==> src/include/kwu_pkg.sv <==
package kwu_pkg;
  // register offsets (index on the plain register port)
  localparam logic [1:0] ADDR_STATUS_CTRL = 2'h0;
  localparam logic [1:0] ADDR_PIN_ENABLE  = 2'h1;
  localparam logic [1:0] ADDR_EDGE_SELECT = 2'h2;
  // status/control field positions
  localparam int BIT_FLAG = 3;
  localparam int BIT_ACK  = 2;
  localparam int BIT_IRQE = 1;
  localparam int BIT_MODE = 0;
  // implemented pin bits 5,4,2,1,0
  localparam logic [7:0] PIN_MASK = 8'h37;
  localparam int NUM_PINS = 6;
  // reset values
  localparam logic [7:0] RST_REG = 8'h00;
  localparam logic       RST_BIT = 1'b0;
endpackage : kwu_pkg

==> src/logic/kwu_sync.sv <==
`timescale 1ns/1ps
module kwu_sync (
  // clock and reset
  input  wire logic       core_clk,
  input  wire logic       reset,
  // pins
  input  wire logic [5:0] pin_async,
  output logic      [5:0] pin_sync
);
  logic [5:0] meta_q;

  // two flops per pin; the first is read only by the second
  always_ff @(posedge core_clk) begin
    if (reset) begin
      meta_q   <= 6'h00;
      pin_sync <= 6'h00;
    end else begin
      meta_q   <= pin_async;
      pin_sync <= meta_q;
    end
  end
endmodule : kwu_sync

==> src/logic/kwu_detect.sv <==
`timescale 1ns/1ps
module kwu_detect (
  // clock and reset
  input  wire logic       core_clk,
  input  wire logic       reset,
  // synchronised pins and configuration
  input  wire logic [5:0] pin_sync,
  input  wire logic [5:0] pin_en,
  input  wire logic [5:0] pol,
  // per-pin results
  output logic      [5:0] edge_hit,
  output logic      [5:0] level_hit
);
  logic [5:0] asserted;
  logic [5:0] prev_q;

  genvar i;
  generate
    for (i = 0; i < 6; i++) begin : g_pin
      // polarity 1 means high/rising is the asserted sense
      assign asserted[i]  = pin_sync[i] ~^ pol[i];
      assign edge_hit[i]  = pin_en[i] & asserted[i] & ~prev_q[i];
      assign level_hit[i] = pin_en[i] & asserted[i];
    end
  endgenerate

  // previous-cycle sample; reset as asserted so no edge is seen right after reset
  always_ff @(posedge core_clk) begin
    if (reset) begin
      prev_q <= 6'h3f;
    end else begin
      prev_q <= asserted;
    end
  end
endmodule : kwu_detect

==> src/logic/kwu_top.sv <==
`timescale 1ns/1ps
// Operation
// - each pin has own enable bit
// - edge-only or edge-and-level sensitivity per mode
// - one shared source gated by interrupt enable
// - keeps detecting in wait; wakes when enabled
// - stop wake detected from the synchronised pin level, still on the clock
// - debug halt changes nothing
// - key pins are inputs only
// - status/control bit layout, ack reads zero
// - pin enable bits 5,4,2,1,0 only
// - polarity bits 5,4,2,1,0 only
// - edge is deasserted then asserted sample
// - event sets flag; irq is flag and enable
// - ack clears flag unless level still asserted; in edge-only mode ack clears it even while the level stays asserted
// - polarity and mode encodings
module kwu_top (
  // clock and reset
  input  wire logic       core_clk,
  input  wire logic       reset,
  // register port
  input  wire logic [1:0] reg_addr,
  input  wire logic [7:0] reg_wdata,
  input  wire logic       reg_wr,
  input  wire logic       reg_rd,
  output logic      [7:0] reg_rdata,
  // key pins, inputs only
  input  wire logic [5:0] key_input_pins,
  // power and debug state
  input  wire logic       stop_mode,
  input  wire logic       debug_halt,
  // outputs to the cpu
  output logic            key_irq,
  output logic            key_wake
);
  logic [7:0] kbd_pin_enable_q;
  logic [7:0] kbd_edge_select_q;
  logic       key_irq_enable_q;
  logic       detect_mode_select_q;
  logic       key_event_flag_q;
  logic [5:0] pin_sync;
  logic [5:0] edge_hit;
  logic [5:0] level_hit;
  logic       event_now;
  logic       level_now;
  logic       ack_wr;
  logic       stop_hit;

  // debug_halt deliberately feeds nothing: the block runs on in debug
  // pins pass two flops before any logic
  kwu_sync kwu_sync_inst (
    .core_clk  (core_clk),
    .reset     (reset),
    .pin_async (key_input_pins),
    .pin_sync  (pin_sync)
  );

  kwu_detect kwu_detect_inst (
    .core_clk  (core_clk),
    .reset     (reset),
    .pin_sync  (pin_sync),
    .pin_en    (kbd_pin_enable_q[5:0]),
    .pol       (kbd_edge_select_q[5:0]),
    .edge_hit  (edge_hit),
    .level_hit (level_hit)
  );

  // an asserted level on an enabled pin counts as an event only in edge-and-level mode
  assign level_now = detect_mode_select_q & (|level_hit);
  assign event_now = (|edge_hit) | level_now;
  assign ack_wr    = reg_wr && (reg_addr == kwu_pkg::ADDR_STATUS_CTRL)
                     && reg_wdata[kwu_pkg::BIT_ACK];
  // stop detect: enabled pin at its asserted level; uses the synchronised pin so
  // no logic ever reads a raw pad, at the cost of two cycles of wake latency
  assign stop_hit  = |level_hit;

  // configuration registers; unimplemented bits never store
  always_ff @(posedge core_clk) begin
    if (reset) begin
      kbd_pin_enable_q  <= kwu_pkg::RST_REG;
      kbd_edge_select_q <= kwu_pkg::RST_REG;
    end else if (reg_wr) begin
      if (reg_addr == kwu_pkg::ADDR_PIN_ENABLE) begin
        kbd_pin_enable_q <= reg_wdata & kwu_pkg::PIN_MASK;
      end
      if (reg_addr == kwu_pkg::ADDR_EDGE_SELECT) begin
        kbd_edge_select_q <= reg_wdata & kwu_pkg::PIN_MASK;
      end
    end
  end

  // control bits of the status/control register
  always_ff @(posedge core_clk) begin
    if (reset) begin
      key_irq_enable_q     <= kwu_pkg::RST_BIT;
      detect_mode_select_q <= kwu_pkg::RST_BIT;
    end else if (reg_wr && reg_addr == kwu_pkg::ADDR_STATUS_CTRL) begin
      key_irq_enable_q     <= reg_wdata[kwu_pkg::BIT_IRQE];
      detect_mode_select_q <= reg_wdata[kwu_pkg::BIT_MODE];
    end
  end

  // flag: a new event wins over an acknowledge in the same cycle
  always_ff @(posedge core_clk) begin
    if (reset) begin
      key_event_flag_q <= kwu_pkg::RST_BIT;
    end else if (event_now) begin
      key_event_flag_q <= 1'b1;
    end else if (ack_wr) begin
      key_event_flag_q <= 1'b0;
    end
  end

  // read data one cycle after the strobe, zero otherwise; unmapped reads zero
  always_ff @(posedge core_clk) begin
    if (reset) begin
      reg_rdata <= 8'h00;
    end else if (reg_rd) begin
      unique case (reg_addr)
        kwu_pkg::ADDR_STATUS_CTRL: reg_rdata <= {4'h0, key_event_flag_q, 1'b0,
                                                 key_irq_enable_q,
                                                 detect_mode_select_q};
        kwu_pkg::ADDR_PIN_ENABLE:  reg_rdata <= kbd_pin_enable_q;
        kwu_pkg::ADDR_EDGE_SELECT: reg_rdata <= kbd_edge_select_q;
        default:                   reg_rdata <= 8'h00;
      endcase
    end else begin
      reg_rdata <= 8'h00;
    end
  end

  // single shared request; registered so it comes straight from a flop
  always_ff @(posedge core_clk) begin
    if (reset) begin
      key_irq <= 1'b0;
    end else begin
      key_irq <= (key_event_flag_q | event_now) & key_irq_enable_q
                 & ~(ack_wr & ~event_now);
    end
  end

  // wake request: in wait the clocked path wakes; in stop the synchronised pin level is used,
  // since no edge can be sampled without the clock. registered so the output is a flop;
  // a real stopped chip would need this gate ahead of the clock restart.
  always_ff @(posedge core_clk) begin
    if (reset) begin
      key_wake <= 1'b0;
    end else begin
      key_wake <= key_irq_enable_q & (event_now | key_event_flag_q
                  | (stop_mode & stop_hit));
    end
  end

  // flag set by an event on the next edge
  flag_set_a: assert property (@(posedge core_clk) disable iff (reset)
    event_now |=> key_event_flag_q)
    else $error("flag not set after event");
  irq_gate_a: assert property (@(posedge core_clk) disable iff (reset)
    key_irq |-> $past(key_irq_enable_q))
    else $error("irq without enable");
  ack_clear_a: assert property (@(posedge core_clk) disable iff (reset)
    (ack_wr && !event_now) |=> !key_event_flag_q)
    else $error("ack did not clear flag");
  level_hold_a: assert property (@(posedge core_clk) disable iff (reset)
    (ack_wr && level_now) |=> key_event_flag_q)
    else $error("level lost on ack");
  pin_mask_a: assert property (@(posedge core_clk) disable iff (reset)
    (kbd_pin_enable_q & ~kwu_pkg::PIN_MASK) == 8'h00)
    else $error("unimplemented enable bit set");
  pol_mask_a: assert property (@(posedge core_clk) disable iff (reset)
    (kbd_edge_select_q & ~kwu_pkg::PIN_MASK) == 8'h00)
    else $error("unimplemented polarity bit set");
  sc_read_a: assert property (@(posedge core_clk) disable iff (reset)
    (reg_rd && reg_addr == kwu_pkg::ADDR_STATUS_CTRL) |=> (reg_rdata[7:4] == 4'h0
      && !reg_rdata[kwu_pkg::BIT_ACK]))
    else $error("status read reserved bits nonzero");
  disabled_quiet_a: assert property (@(posedge core_clk) disable iff (reset)
    (kbd_pin_enable_q == 8'h00) |-> !event_now)
    else $error("event with all pins disabled");
  edge_mode_a: assert property (@(posedge core_clk) disable iff (reset)
    (!detect_mode_select_q && event_now) |-> (|edge_hit))
    else $error("level event in edge mode");

  // request follows the flag, gated by the enable of the cycle before
  irq_track_a: assert property (@(posedge core_clk) disable iff (reset)
    key_irq == (key_event_flag_q && $past(key_irq_enable_q)))
    else $error("irq does not follow flag and enable");
  // no wake request unless the interrupt was enabled
  wake_gate_a: assert property (@(posedge core_clk) disable iff (reset)
    key_wake |-> $past(key_irq_enable_q))
    else $error("wake without enable");
  // an asserted enabled pin in stop raises wake when the interrupt is enabled
  stop_wake_a: assert property (@(posedge core_clk) disable iff (reset)
    (stop_mode && key_irq_enable_q && stop_hit) |=> key_wake)
    else $error("stop wake missing");
  // read data stands only after a read strobe
  rdata_idle_a: assert property (@(posedge core_clk) disable iff (reset)
    !reg_rd |=> (reg_rdata == 8'h00))
    else $error("read data outside read cycle");
  // reset leaves nothing enabled and no flag
  reset_clear_a: assert property (@(posedge core_clk)
    reset |=> (kbd_pin_enable_q == 8'h00 && !key_event_flag_q && !key_irq_enable_q))
    else $error("state not cleared by reset");

  irq_seen_c:   cover property (@(posedge core_clk) disable iff (reset) key_irq);
  ack_race_c:   cover property (@(posedge core_clk) disable iff (reset) ack_wr && event_now);
  stop_wake_c:  cover property (@(posedge core_clk) disable iff (reset) stop_mode && key_wake);
  level_keep_c: cover property (@(posedge core_clk) disable iff (reset) ack_wr && level_now);
endmodule : kwu_top

==> config.mk <==
export PLATFORM = sky130hd
export DESIGN_NAME = kwu_top
export DESIGN_NICKNAME = d
export VERILOG_FILES = /design/src/include/kwu_pkg.sv /design/src/logic/kwu_sync.sv /design/src/logic/kwu_detect.sv /design/src/logic/kwu_top.sv
export SDC_FILE = /design/constraint.sdc
export NUM_CORES = 1
export LEC_CHECK = 0
export CORE_ASPECT_RATIO = 1.75
export CORE_MARGIN = 1
export CORE_UTILIZATION = 55
export CTS_CLUSTER_SIZE = 14
export DETAILED_ROUTE_END_ITERATION = 16
export DONT_BUFFER_PORTS = 1
export PLACE_DENSITY_LB_ADDON = 0.2
export SYNTH_ARGS = -nofsm -noshare
export SYNTH_HDL_FRONTEND = slang
export SYNTH_HIERARCHICAL = 1
export SYNTH_SLANG_ARGS = --single-unit
==> constraint.sdc <==
create_clock -name core_clk -period 1.66 [get_ports core_clk]
set_input_delay 0.249 -clock core_clk [delete_from_list [all_inputs] [get_ports core_clk]]
set_output_delay 0.249 -clock core_clk [all_outputs]
set_load 0.01 [all_outputs]
# == Yosys cells after proc, flatten, opt, wreduce, memory -nomap -nowiden ==
# Index checks and enable logic that the tools add are counted.
# totals
out_inout_bits,10
word_cells,58
reg_bits,41
# op_classes
bitwise,33
n_mux,3
eq_ne,2
reduce_logical,9
# ops
cell,count
$pmux W6 S3,1
$and A1 B1 Y1,16
$reduce_or A5 Y1,2
$not A1 Y1,9
$xnor A1 B1 Y1,5
$reduce_and A2 Y1,2
$or A1 B1 Y1,3
$eq A2 B1 Y1 const B,1
$eq A2 B2 Y1 const B,1
$logic_and A1 B1 Y1,2
$logic_not A2 Y1,1
$mux W1,2
$reduce_bool A2 Y1,1
$reduce_or A2 Y1,1

# == Logic depth before layout (Yosys ltp) ==
# Gate-level depths: netlist of run 1.
# depth
ltp_word,9
ltp_mapped,5
ltp_nobuf,5

# == Modules after synthesis ==
# Netlist of run 1, hierarchy kept.
# modules_own_cells
module,cells_each,area_per_inst_um2,instances
kwu_top,91,852.1,1
kwu_sync,25,366.6,1
kwu_detect,36,285.3,1

# == Worst setup path after synthesis of run 1 ==
# Ideal clock, no wire load.
# synth_timing
path_kind,reg-to-reg
from,reg kbd_edge_select_q[1]
to,reg key_event_flag_q
t_arrival_ns,1.428
t_required_ns,1.529
setup_slack_ns,0.101
setup_ns,0.131
period_less_slack_ns,1.559
path_stages_with_launch,6
n_path_buf,0
path_cell_list,dfxtp_1 -> xor2_1 -> nor2_1 -> or4_4 -> o31ai_2 -> a31oi_1
# synth_via
elab_chain_len,6
word_cells_on_any_way,9
classes_between,1 x mux; 5 x bitwise; 3 x reduce/logical
# synth_lines
item,line_no,source
from (decl),kwu_top.sv:37,logic [7:0] kbd_edge_select_q;
from (signal assigned),kwu_top.sv:81,kbd_edge_select_q <= kwu_pkg::RST_REG;
from (signal assigned),kwu_top.sv:87,kbd_edge_select_q <= reg_wdata & kwu_pkg::PIN_MASK;
$xnor A1 B1 Y1 *,kwu_detect.sv:21,assign asserted[i] = pin_sync[i] ~^ pol[i];
$and A1 B1 Y1 *,kwu_detect.sv:23,assign level_hit[i] = pin_en[i] & asserted[i];
net level_hit[1],kwu_top.sv:43,logic [5:0] level_hit;
$and A1 B1 Y1 or $reduce_or A5 Y1 (tied branches),"kwu_detect.sv:22, kwu_top.sv:69",
$reduce_or A5 Y1 or $and A1 B1 Y1 (tied branches),"kwu_top.sv:70, kwu_top.sv:69",
$or A1 B1 Y1 *,kwu_top.sv:70,assign event_now = (|edge_hit) | level_now;
$mux W1 or $reduce_bool A2 Y1 (tied branches),n/a,
to (signal assigned),kwu_top.sv:106,key_event_flag_q <= kwu_pkg::RST_BIT;
to (decl),kwu_top.sv:40,logic key_event_flag_q;
# The timed path passes the listed nets; every way through them passes the cells marked *.
# A chain may end at the register's enable or synchronous reset.

# == Worst setup path in the final report of run 1 ==
# layout_timing
from,reg kbd_edge_select_q[1]
to,reg key_irq
# layout_via
elab_chain_len,9
word_cells_on_any_way,13
classes_between,11 x bitwise; 2 x reduce/logical
# layout_lines
item,line_no,source
$xnor A1 B1 Y1 *,kwu_detect.sv:21,
$and A1 B1 Y1 *,kwu_detect.sv:23,
net level_hit[1],kwu_top.sv:43,
$and A1 B1 Y1 or $reduce_or A5 Y1 (tied branches),"kwu_detect.sv:22, kwu_top.sv:69",
$reduce_or A5 Y1 or $and A1 B1 Y1 (tied branches),"kwu_top.sv:70, kwu_top.sv:69",
$or A1 B1 Y1 *,kwu_top.sv:70,
$not A1 Y1,kwu_top.sv:138,& ~(ack_wr & ~event_now);
$and A1 B1 Y1,kwu_top.sv:138,
$not A1 Y1,kwu_top.sv:138,
$and A1 B1 Y1 *,kwu_top.sv:138,
to (signal assigned),kwu_top.sv:137,key_irq <= (key_event_flag_q | event_now) & key_irq_enable_q
to (decl),kwu_top.sv:33,"output logic key_irq,"
# Marks and branches as above.

==> summary.txt, run 1 <==
Setup path
  – Data arrival, critical path: approximately 1.8 ns
  – Worst r2r dst: key_irq
  – Number of cells on the critical path: 5
  – Buf/Inv on CP: 0
  – Worst setup path start: kbd_edge_select_q[1]
  – CP peak stage delay: approximately 0.56 ns
  – Critical Path Slowest Stage Cell: or4_4
  – CP cell instances: xor2_2 > nor2_1 > or4_4 > o31ai_4 > a31oi_1
  – Worst reg2reg path startpoint: kbd_edge_select_q[1]
  – Setup crit start kind: flop
  – R2r setup slk: approximately 0.064 ns
  – Crit path max-delay family: simple AND/OR/NAND/NOR gates
  – Worst setup EP type: flop
  – Crit Path Max Fanout: 3
  – WP data required: about 1.8 ns
  – Kind of critical path: reg2reg
  – Crit path capture: key_irq
  – R2R depth: 5

Logic synthesis
  – Synthesized area per cell: slightly below 10 sq um
  – Sequential element share of the synthesized area: between 50% and 60%
  – Yosys top cell by area: dfxtp_1
  – Post-synthesis cell type count: 31
  – Post-synthesis async set-or-reset flop share: 0%
  – Synth Cell Area: ~1500 sq um
  – EDFF count, synth: 0
  – Cells after Synth: 152
  – Largest cells by area after synthesis: dfxtp_1 52%, nor2b_2 4.7%, mux2i_1 4.0%
  – Ys Warns: 6
  – Synth top cells by count: 39 x dfxtp_1, 15 x nor2_1
  – Ys flop type: dfxtp_1
  – Count leader, synth: dfxtp_1
  – Post-synth top area share: about half
  – Seq cells post-synth: 39

Final layout
  – Antenna cells: 0
  – Share of cells above drive strength 1: a little under a quarter
  – Layout Nets: 181
  – Post-route cell area: 1690 sq um
  – Layout area overhead: 12.40%

Routing
  – DRT Wirelength: approximately 2.7 mm
  – Via count: between 1000 and 1500
  – ANT nets after route: 0
  – DR vias/cell: 5.565
  – Initial DRC Count: 15
  – DR WL/cell: 14.60 microns
  – Remaining DRCs: 0
  – First-pass DRT Iterations: 4

Timing
  – Fin crit share: 96.17%
  – Fin crit period: roughly 1.6 ns
  – Fmax: approximately 630 MHz
  – Rel. slew slack: between 50% and 60%
  – Worst hold margin: 0.01460 ns
  – Final setup skew: roughly 0.006 ns
  – Worst-margin pin slew: between 0.6 and 0.7 ns
  – Pins over their slew limit: 0
  – Setup Viol. Count Final: 0
  – Final hold vios: 0

CTS
  – Clock buffer depth: 2
  – CTS tree: done
  – H-tree level count: 2
  – TritonCTS buffer count: 5
  – Hold buffers post-CTS: 0
  – CTS root buffer: clkbuf_8
  – Clock transition at the registers of the reported paths: approximately 0.070 ns
  – Clk_lat worst skew: between 0.2 and 0.3 ns
  – Num Clock Sinks: 39

Power and ir drop
  – Comb pwr share: 6.8%
  – VDD IR max: 0.8552 mV
  – Pint: about 1.4 mW
  – Leak pwr: roughly 0.65 nW
  – Clock power share: 38.0%
  – Sw Ratio: a little over a fifth
  – Pwr Density: about 1100 nW/um^2
  – Switching pwr: around 0.38 mW
  – Seq pwr share: 55.2%

Global route
  – First-pass GRT wire length: between 4 and 5 mm
  – GRT overflow: 0
  – Total GRT Usage: between 20% and 30%
  – Initial antenna violation count: 0
  – Largest net degree at the start of global routing: 34
  – Vias in the first global route: slightly above 1000

Placement
  – Post-detail-place hpwl: between 1.5 and 2 mm
  – Port Buf Inserts: 0
  – RD Place Congestion: between 0.8 and 0.9
  – Post-DP Area: around 1500 sq um

Hold path
  – Hold crit path type: in2reg

Floorplanning
  – Die W: slightly above 40 microns
  – Die area: 2956 sq um
  – Die Ht: approximately 71 microns
  – Ports: 32
  – Initial core utilization: roughly three fifths
  – Core area: roughly 2600 sq um
  – FP Rows: 24

Flow run
  – Maxcap violations: 0

Run status
  – Run status: finished clean
-- metrics by stage --
step / worst slack (ns) / cells / utilization [%] / power, mW / TNS (ns)
2_1_floorplan: 0.1013 / 155 / - / 1.113 / 0
3_3_place_gp: 0.04079 / 177 / 59.90 / 1.114 / 0
3_5_place_dp: -0.03515 / 177 / 59.90 / 1.119 / -0.06081
4_1_cts: 0.002224 / 185 / 64.17 / 1.801 / 0
5_1_grt: -0.01695 / 186 / 66.23 / 1.862 / -0.03127
6_report: 0.06361 / 186 / 66.23 / 1.792 / 0
-- power groups by stage --
stage          clock network, mW  logic, mW  registers, mW
3_5_place_dp                   0      0.111           1.01
5_1_grt                    0.734      0.135          0.993
4_1_cts                    0.701      0.112          0.987
2_1_floorplan                  0      0.110           1.00
6_report                   0.681      0.122          0.990
3_3_place_gp                   0      0.108           1.01
-- state kept, by name, summed over array words and instances (netlist names), 5 cells and up --
register / count
kwu_sync_inst/meta_q: 6
kwu_detect_inst/prev_q: 6
kbd_pin_enable_q: 5
kwu_sync_inst/pin_sync: 6
reg_rdata: 6
kbd_edge_select_q: 5
-- area by class of cell --
class | count | area [sq um]
clock buffer | 8 | 100.1
timing repair buffer | 5 | 37.54
fill | 208 | 862.1
sequential | 39 | 785.8
inverter | 7 | 26.28
multi-input combinational | 101 | 708.2
tap | 26 | 32.53
-- worst min-delay path by stage --
| stage | startpoint | endpoint | slack, ns | cells after the start |
|---|---|---|---|---|
| after floorplan | reset | kbd_pin_enable_q[0] | 0.32 | 1 |
| after global placement | reset | kwu_sync_inst/pin_sync[1] | 0.32 | 1 |
| after detailed placement | reset | kwu_sync_inst/pin_sync[1] | 0.32 | 1 |
| after CTS | reset | kbd_edge_select_q[1] | 0.003 | 1 |
| after global routing | reset | kwu_sync_inst/meta_q[3] | 0.003 | 1 |
| final | reset | kbd_edge_select_q[0] | 0.01 | 1 |
-- cells in the final DEF, fill, tap and decap left out, drive strengths merged --
master	instances
or4	2
nor4	1
mux2i	6
buf	5
inv	7
nor3b	1
nand2	8
nand2b	8
o32ai	1
nor2	15
dfxtp	39
a2bb2oi	2
xor2	6
and2b	2
clkbuf	8
a31oi	3
nand3b	2
a22oi	3
nor2b	12
nor3	7
a21oi	8
a21o	1
nand3	8
o31ai	1
conb	4
-- timing repair --
action / in CTS / in global routing
resized for setup: 2 / 9
pin swaps: 2 / 3
endpoints found under the setup margin: 3 / 3
setup buffers: 0 / 1
-- cell families (layout without fill, tap and decap cells) --
family | after synthesis | after routing | synth area share (%)
muxes | 6 | 6 | 3.994
DFF | 39 | 39 | 51.91
xor gates and xnor gates | 6 | 6 | 3.494
AOI/OAI and AO/OA | 19 | 19 | 8.986
other | 1 | 4 | 0.2493
and+or+nand+nor | 66 | 66 | 26.37
buffers and inverters | 15 | 20 | 4.992
-- routing by layer --
metal,track usage (%),part of all wire (%),wire length [microns],vias up
met5,0,0,0,-
li1,-,-,-,509
met1,19.90,37,995,486
met3,7.908,6.0,164,9
met2,34.90,54,1476,31
met4,13.98,2.9,78,0
Note: power is estimated with default switching activity, not from simulation.
==> run 2: changes to the inputs <==
- CELL_PAD_IN_SITES_DETAIL_PLACEMENT: not set -> 1
- CELL_PAD_IN_SITES_GLOBAL_PLACEMENT: not set -> 2
- CORE_UTILIZATION: 55 -> 34
==> run 2 against run 1 <==
Maximum frequency down 1.6%. Sequential cell count stayed put. Cell area increased by 2.5%. Global-route usage is 4.5 points lower. Routed wire length is 21% higher. Sequential power is essentially flat. Clock power down 15%. Combinational power up 11%. Via count up 3.6%. Count of clock-buffer cells in the layout fell by 2.
==> summary.txt, run 2 (synthesis gave the netlist of run 1 again) <==
Run status
  – Run status: finished clean

Final layout
  – Cell Count, Final, Fillers Out: 212 (+14%)
  – Layout area overhead: 15.22%
  – Post-route cell area: 1733 sq um (+2.5%)
  – Antenna cells: 0 (unchanged)
  – Commonest non-fill, non-tap cell in the layout: dfxtp_1
  – Most frequent cells in the layout: 37 x dfxtp_1, 14 x nor2_1, 10 x buf_4
  – Share of cells above drive strength 1: 23.93% (+0.18 points)
  – Final Core Density: 41.37% (-25 points)
  – Layout Nets: 186 (+2.8%)
  – Filler cells: 492 (+140%)

Placement
  – Post-detail-place hpwl: 2.422 mm (+28%)
  – Post-Place Cells: 205 (+16%)
  – Post-place setup slack: -0.08673 ns (-0.05158 ns)
  – Post-DP Area: 1595 sq um (+4.3%)
  – Port Buf Inserts: 0 (unchanged)
  – RD Place Congestion: 0.7390 (-14%)

Routing
  – ANT nets after route: 0 (unchanged)
  – Initial DRC Count: 32 (+17)
  – DR vias/cell: 5.057 (-9.1%)
  – DR WL/cell: 15.50 microns (+6.1%)
  – Remaining DRCs: 0 (unchanged)
  – First-pass DRT Iterations: 4 (unchanged)
  – Via count: 1072 (+3.6%)
  – DRT Wirelength: 3.286 mm (+21%)

Setup path
  – CP peak stage delay: 0.57 ns (about the same)
  – Worst setup EP type: flop
  – R2R depth: 5 (unchanged)
  – Number of cells on the critical path: 5 (unchanged)
  – Crit path capture: key_wake
  – Data arrival, critical path: 1.79 ns (+0.03 ns)
  – Critical Path Slowest Stage Cell: or4_4
  – Setup crit start kind: flop
  – R2r setup slk: 0.04 ns (-0.03 ns)
  – WP data required: 1.83 ns (about the same)
  – CP cell instances: xor2_2 > nor2_2 > or4_4 > o32ai_4 > a31oi_1
  – Crit Path Max Fanout: 2 (-1)
  – Kind of critical path: reg2reg
  – Worst reg2reg path startpoint: kbd_edge_select_q[1]
  – Worst setup path start: kbd_edge_select_q[1]
  – Crit path max-delay family: simple AND/OR/NAND/NOR gates
  – Worst r2r dst: key_wake
  – Buf/Inv on CP: 0 (unchanged)

Floorplanning
  – Die Ht: 89.98 microns (+26%)
  – FP Rows: 31 (+29%)
  – Die W: 52.28 microns (+26%)
  – Ports: 32 (unchanged)
  – Die area: 4704 sq um (+59%)
  – Initial core utilization: 35.90% (-23 points)
  – Core area: 4189 sq um (+64%)

CTS
  – Hold buffers post-CTS: 0 (unchanged)
  – Clock buffer depth: 2 (unchanged)
  – Clk_lat worst skew: 0.28 ns (about the same)
  – Num Clock Sinks: 39 (unchanged)
  – TritonCTS buffer count: 5 (unchanged)
  – CTS root buffer: clkbuf_8
  – CTS tree: done
  – H-tree level count: 2 (unchanged)
  – Clock transition at the registers of the reported paths: 0.07 ns (about the same)

Timing
  – Final setup skew: 0.008228 ns (+0.002307 ns)
  – PnR worst setup slack: 0.03720 ns (-0.02641 ns)
  – Fin crit share: 97.76% (+1.6 points)
  – RSZ-0062 raised after global routing: yes
  – Final hold vios: 0 (unchanged)
  – Worst-margin pin slew: 0.5343 ns (-0.1256 ns)
  – Fmax: 616.2 MHz (-1.6%)
  – Rel. slew slack: 64.31% (+8.4 points)
  – Pins over their slew limit: 0 (unchanged)
  – Setup Viol. Count Final: 0 (unchanged)
  – Fin crit period: 1.623 ns (+0.02641 ns)

Global route
  – GRT overflow: 0 (unchanged)
  – Largest net degree at the start of global routing: 34 (unchanged)
  – Total GRT Usage: 16.01% (-4.5 points)
  – Vias in the first global route: 1169 (+13%)
  – First-pass GRT wire length: 5.499 mm (+23%)
  – Initial antenna violation count: 0 (unchanged)

Power and ir drop
  – Comb pwr share: 8.0% (+1.2 points)
  – Clock power share: 34.0% (-4.0 points)
  – Pint: 1.324 mW (-6.5%)
  – Leak pwr: 0.6601 nW (+2.0%)
  – Seq pwr share: 58.1% (+2.9 points)
  – Pwr Density: 982.3 nW/um^2 (-7.4%)
  – Switching pwr: 0.3783 mW (+0.32%)
  – Sw Ratio: 22.22% (+1.2 points)
  – VDD IR max: 0.6015 mV (-30%)

Hold path
  – Hold crit path type: in2reg

Flow run
  – Maxcap violations: 0 (unchanged)
==> run 2: what timing repair did <==
action	in CTS	in global routing
pin swaps	2	1
setup endpoints to repair	3	3
gates resized for setup	5	5
setup buffers	1	0
==> run 2: layout make-up <==
class,count,area (sq um),share of cell area [%]
inverter,7,26.28,1.516
clock buffer,6,72.57,4.188
sequential,39,783.3,45.20
timing repair buffer,10,75.07,4.332
multi-input combinational,101,714.4,41.23
tap,49,61.31,3.538
==> run 2: how the worst min path moves through the flow <==
stage | startpoint | endpoint | slack [ns] | cells after the start
finish | reset | kbd_edge_select_q[1] | 0.02 | 1
global route | reset | kbd_edge_select_q[1] | 0.007 | 1
CTS | reset | kbd_edge_select_q[1] | 0.004 | 1
detailed placement | reset | kwu_sync_inst/pin_sync[1] | 0.32 | 1
global placement | reset | kwu_sync_inst/pin_sync[5] | 0.32 | 1
floorplan | reset | kbd_pin_enable_q[0] | 0.32 | 1
==> run 2: routing by layer <==
metal	GRT usage, %	vias up	wire, microns
met3	4.569	4	174
met1	16.76	520	1218
met4	6.579	0	48
li1	-	518	-
met5	0	-	0
met2	28.42	30	1844
==> run 2: metrics by stage <==
step | power (mW) | TNS [ns] | hold WS, ns
6_report | 1.702 | 0 | 0.01987
4_1_cts | 1.728 | 0 | 0.004450
2_1_floorplan | 1.113 | 0 | 0.3181
5_1_grt | 1.789 | -0.1216 | 0.007424
3_3_place_gp | 1.125 | 0 | 0.3209
3_5_place_dp | 1.131 | -0.2023 | 0.3196
==> run 2: power by group through the flow <==
stage	logic, mW	clock network (mW)	registers [mW]
final	0.135	0.578	0.988
after global routing	0.150	0.647	0.992
after CTS	0.130	0.610	0.988
after detailed placement	0.124	0	1.01
after global placement	0.119	0	1.01
after floorplan	0.110	0	1.00
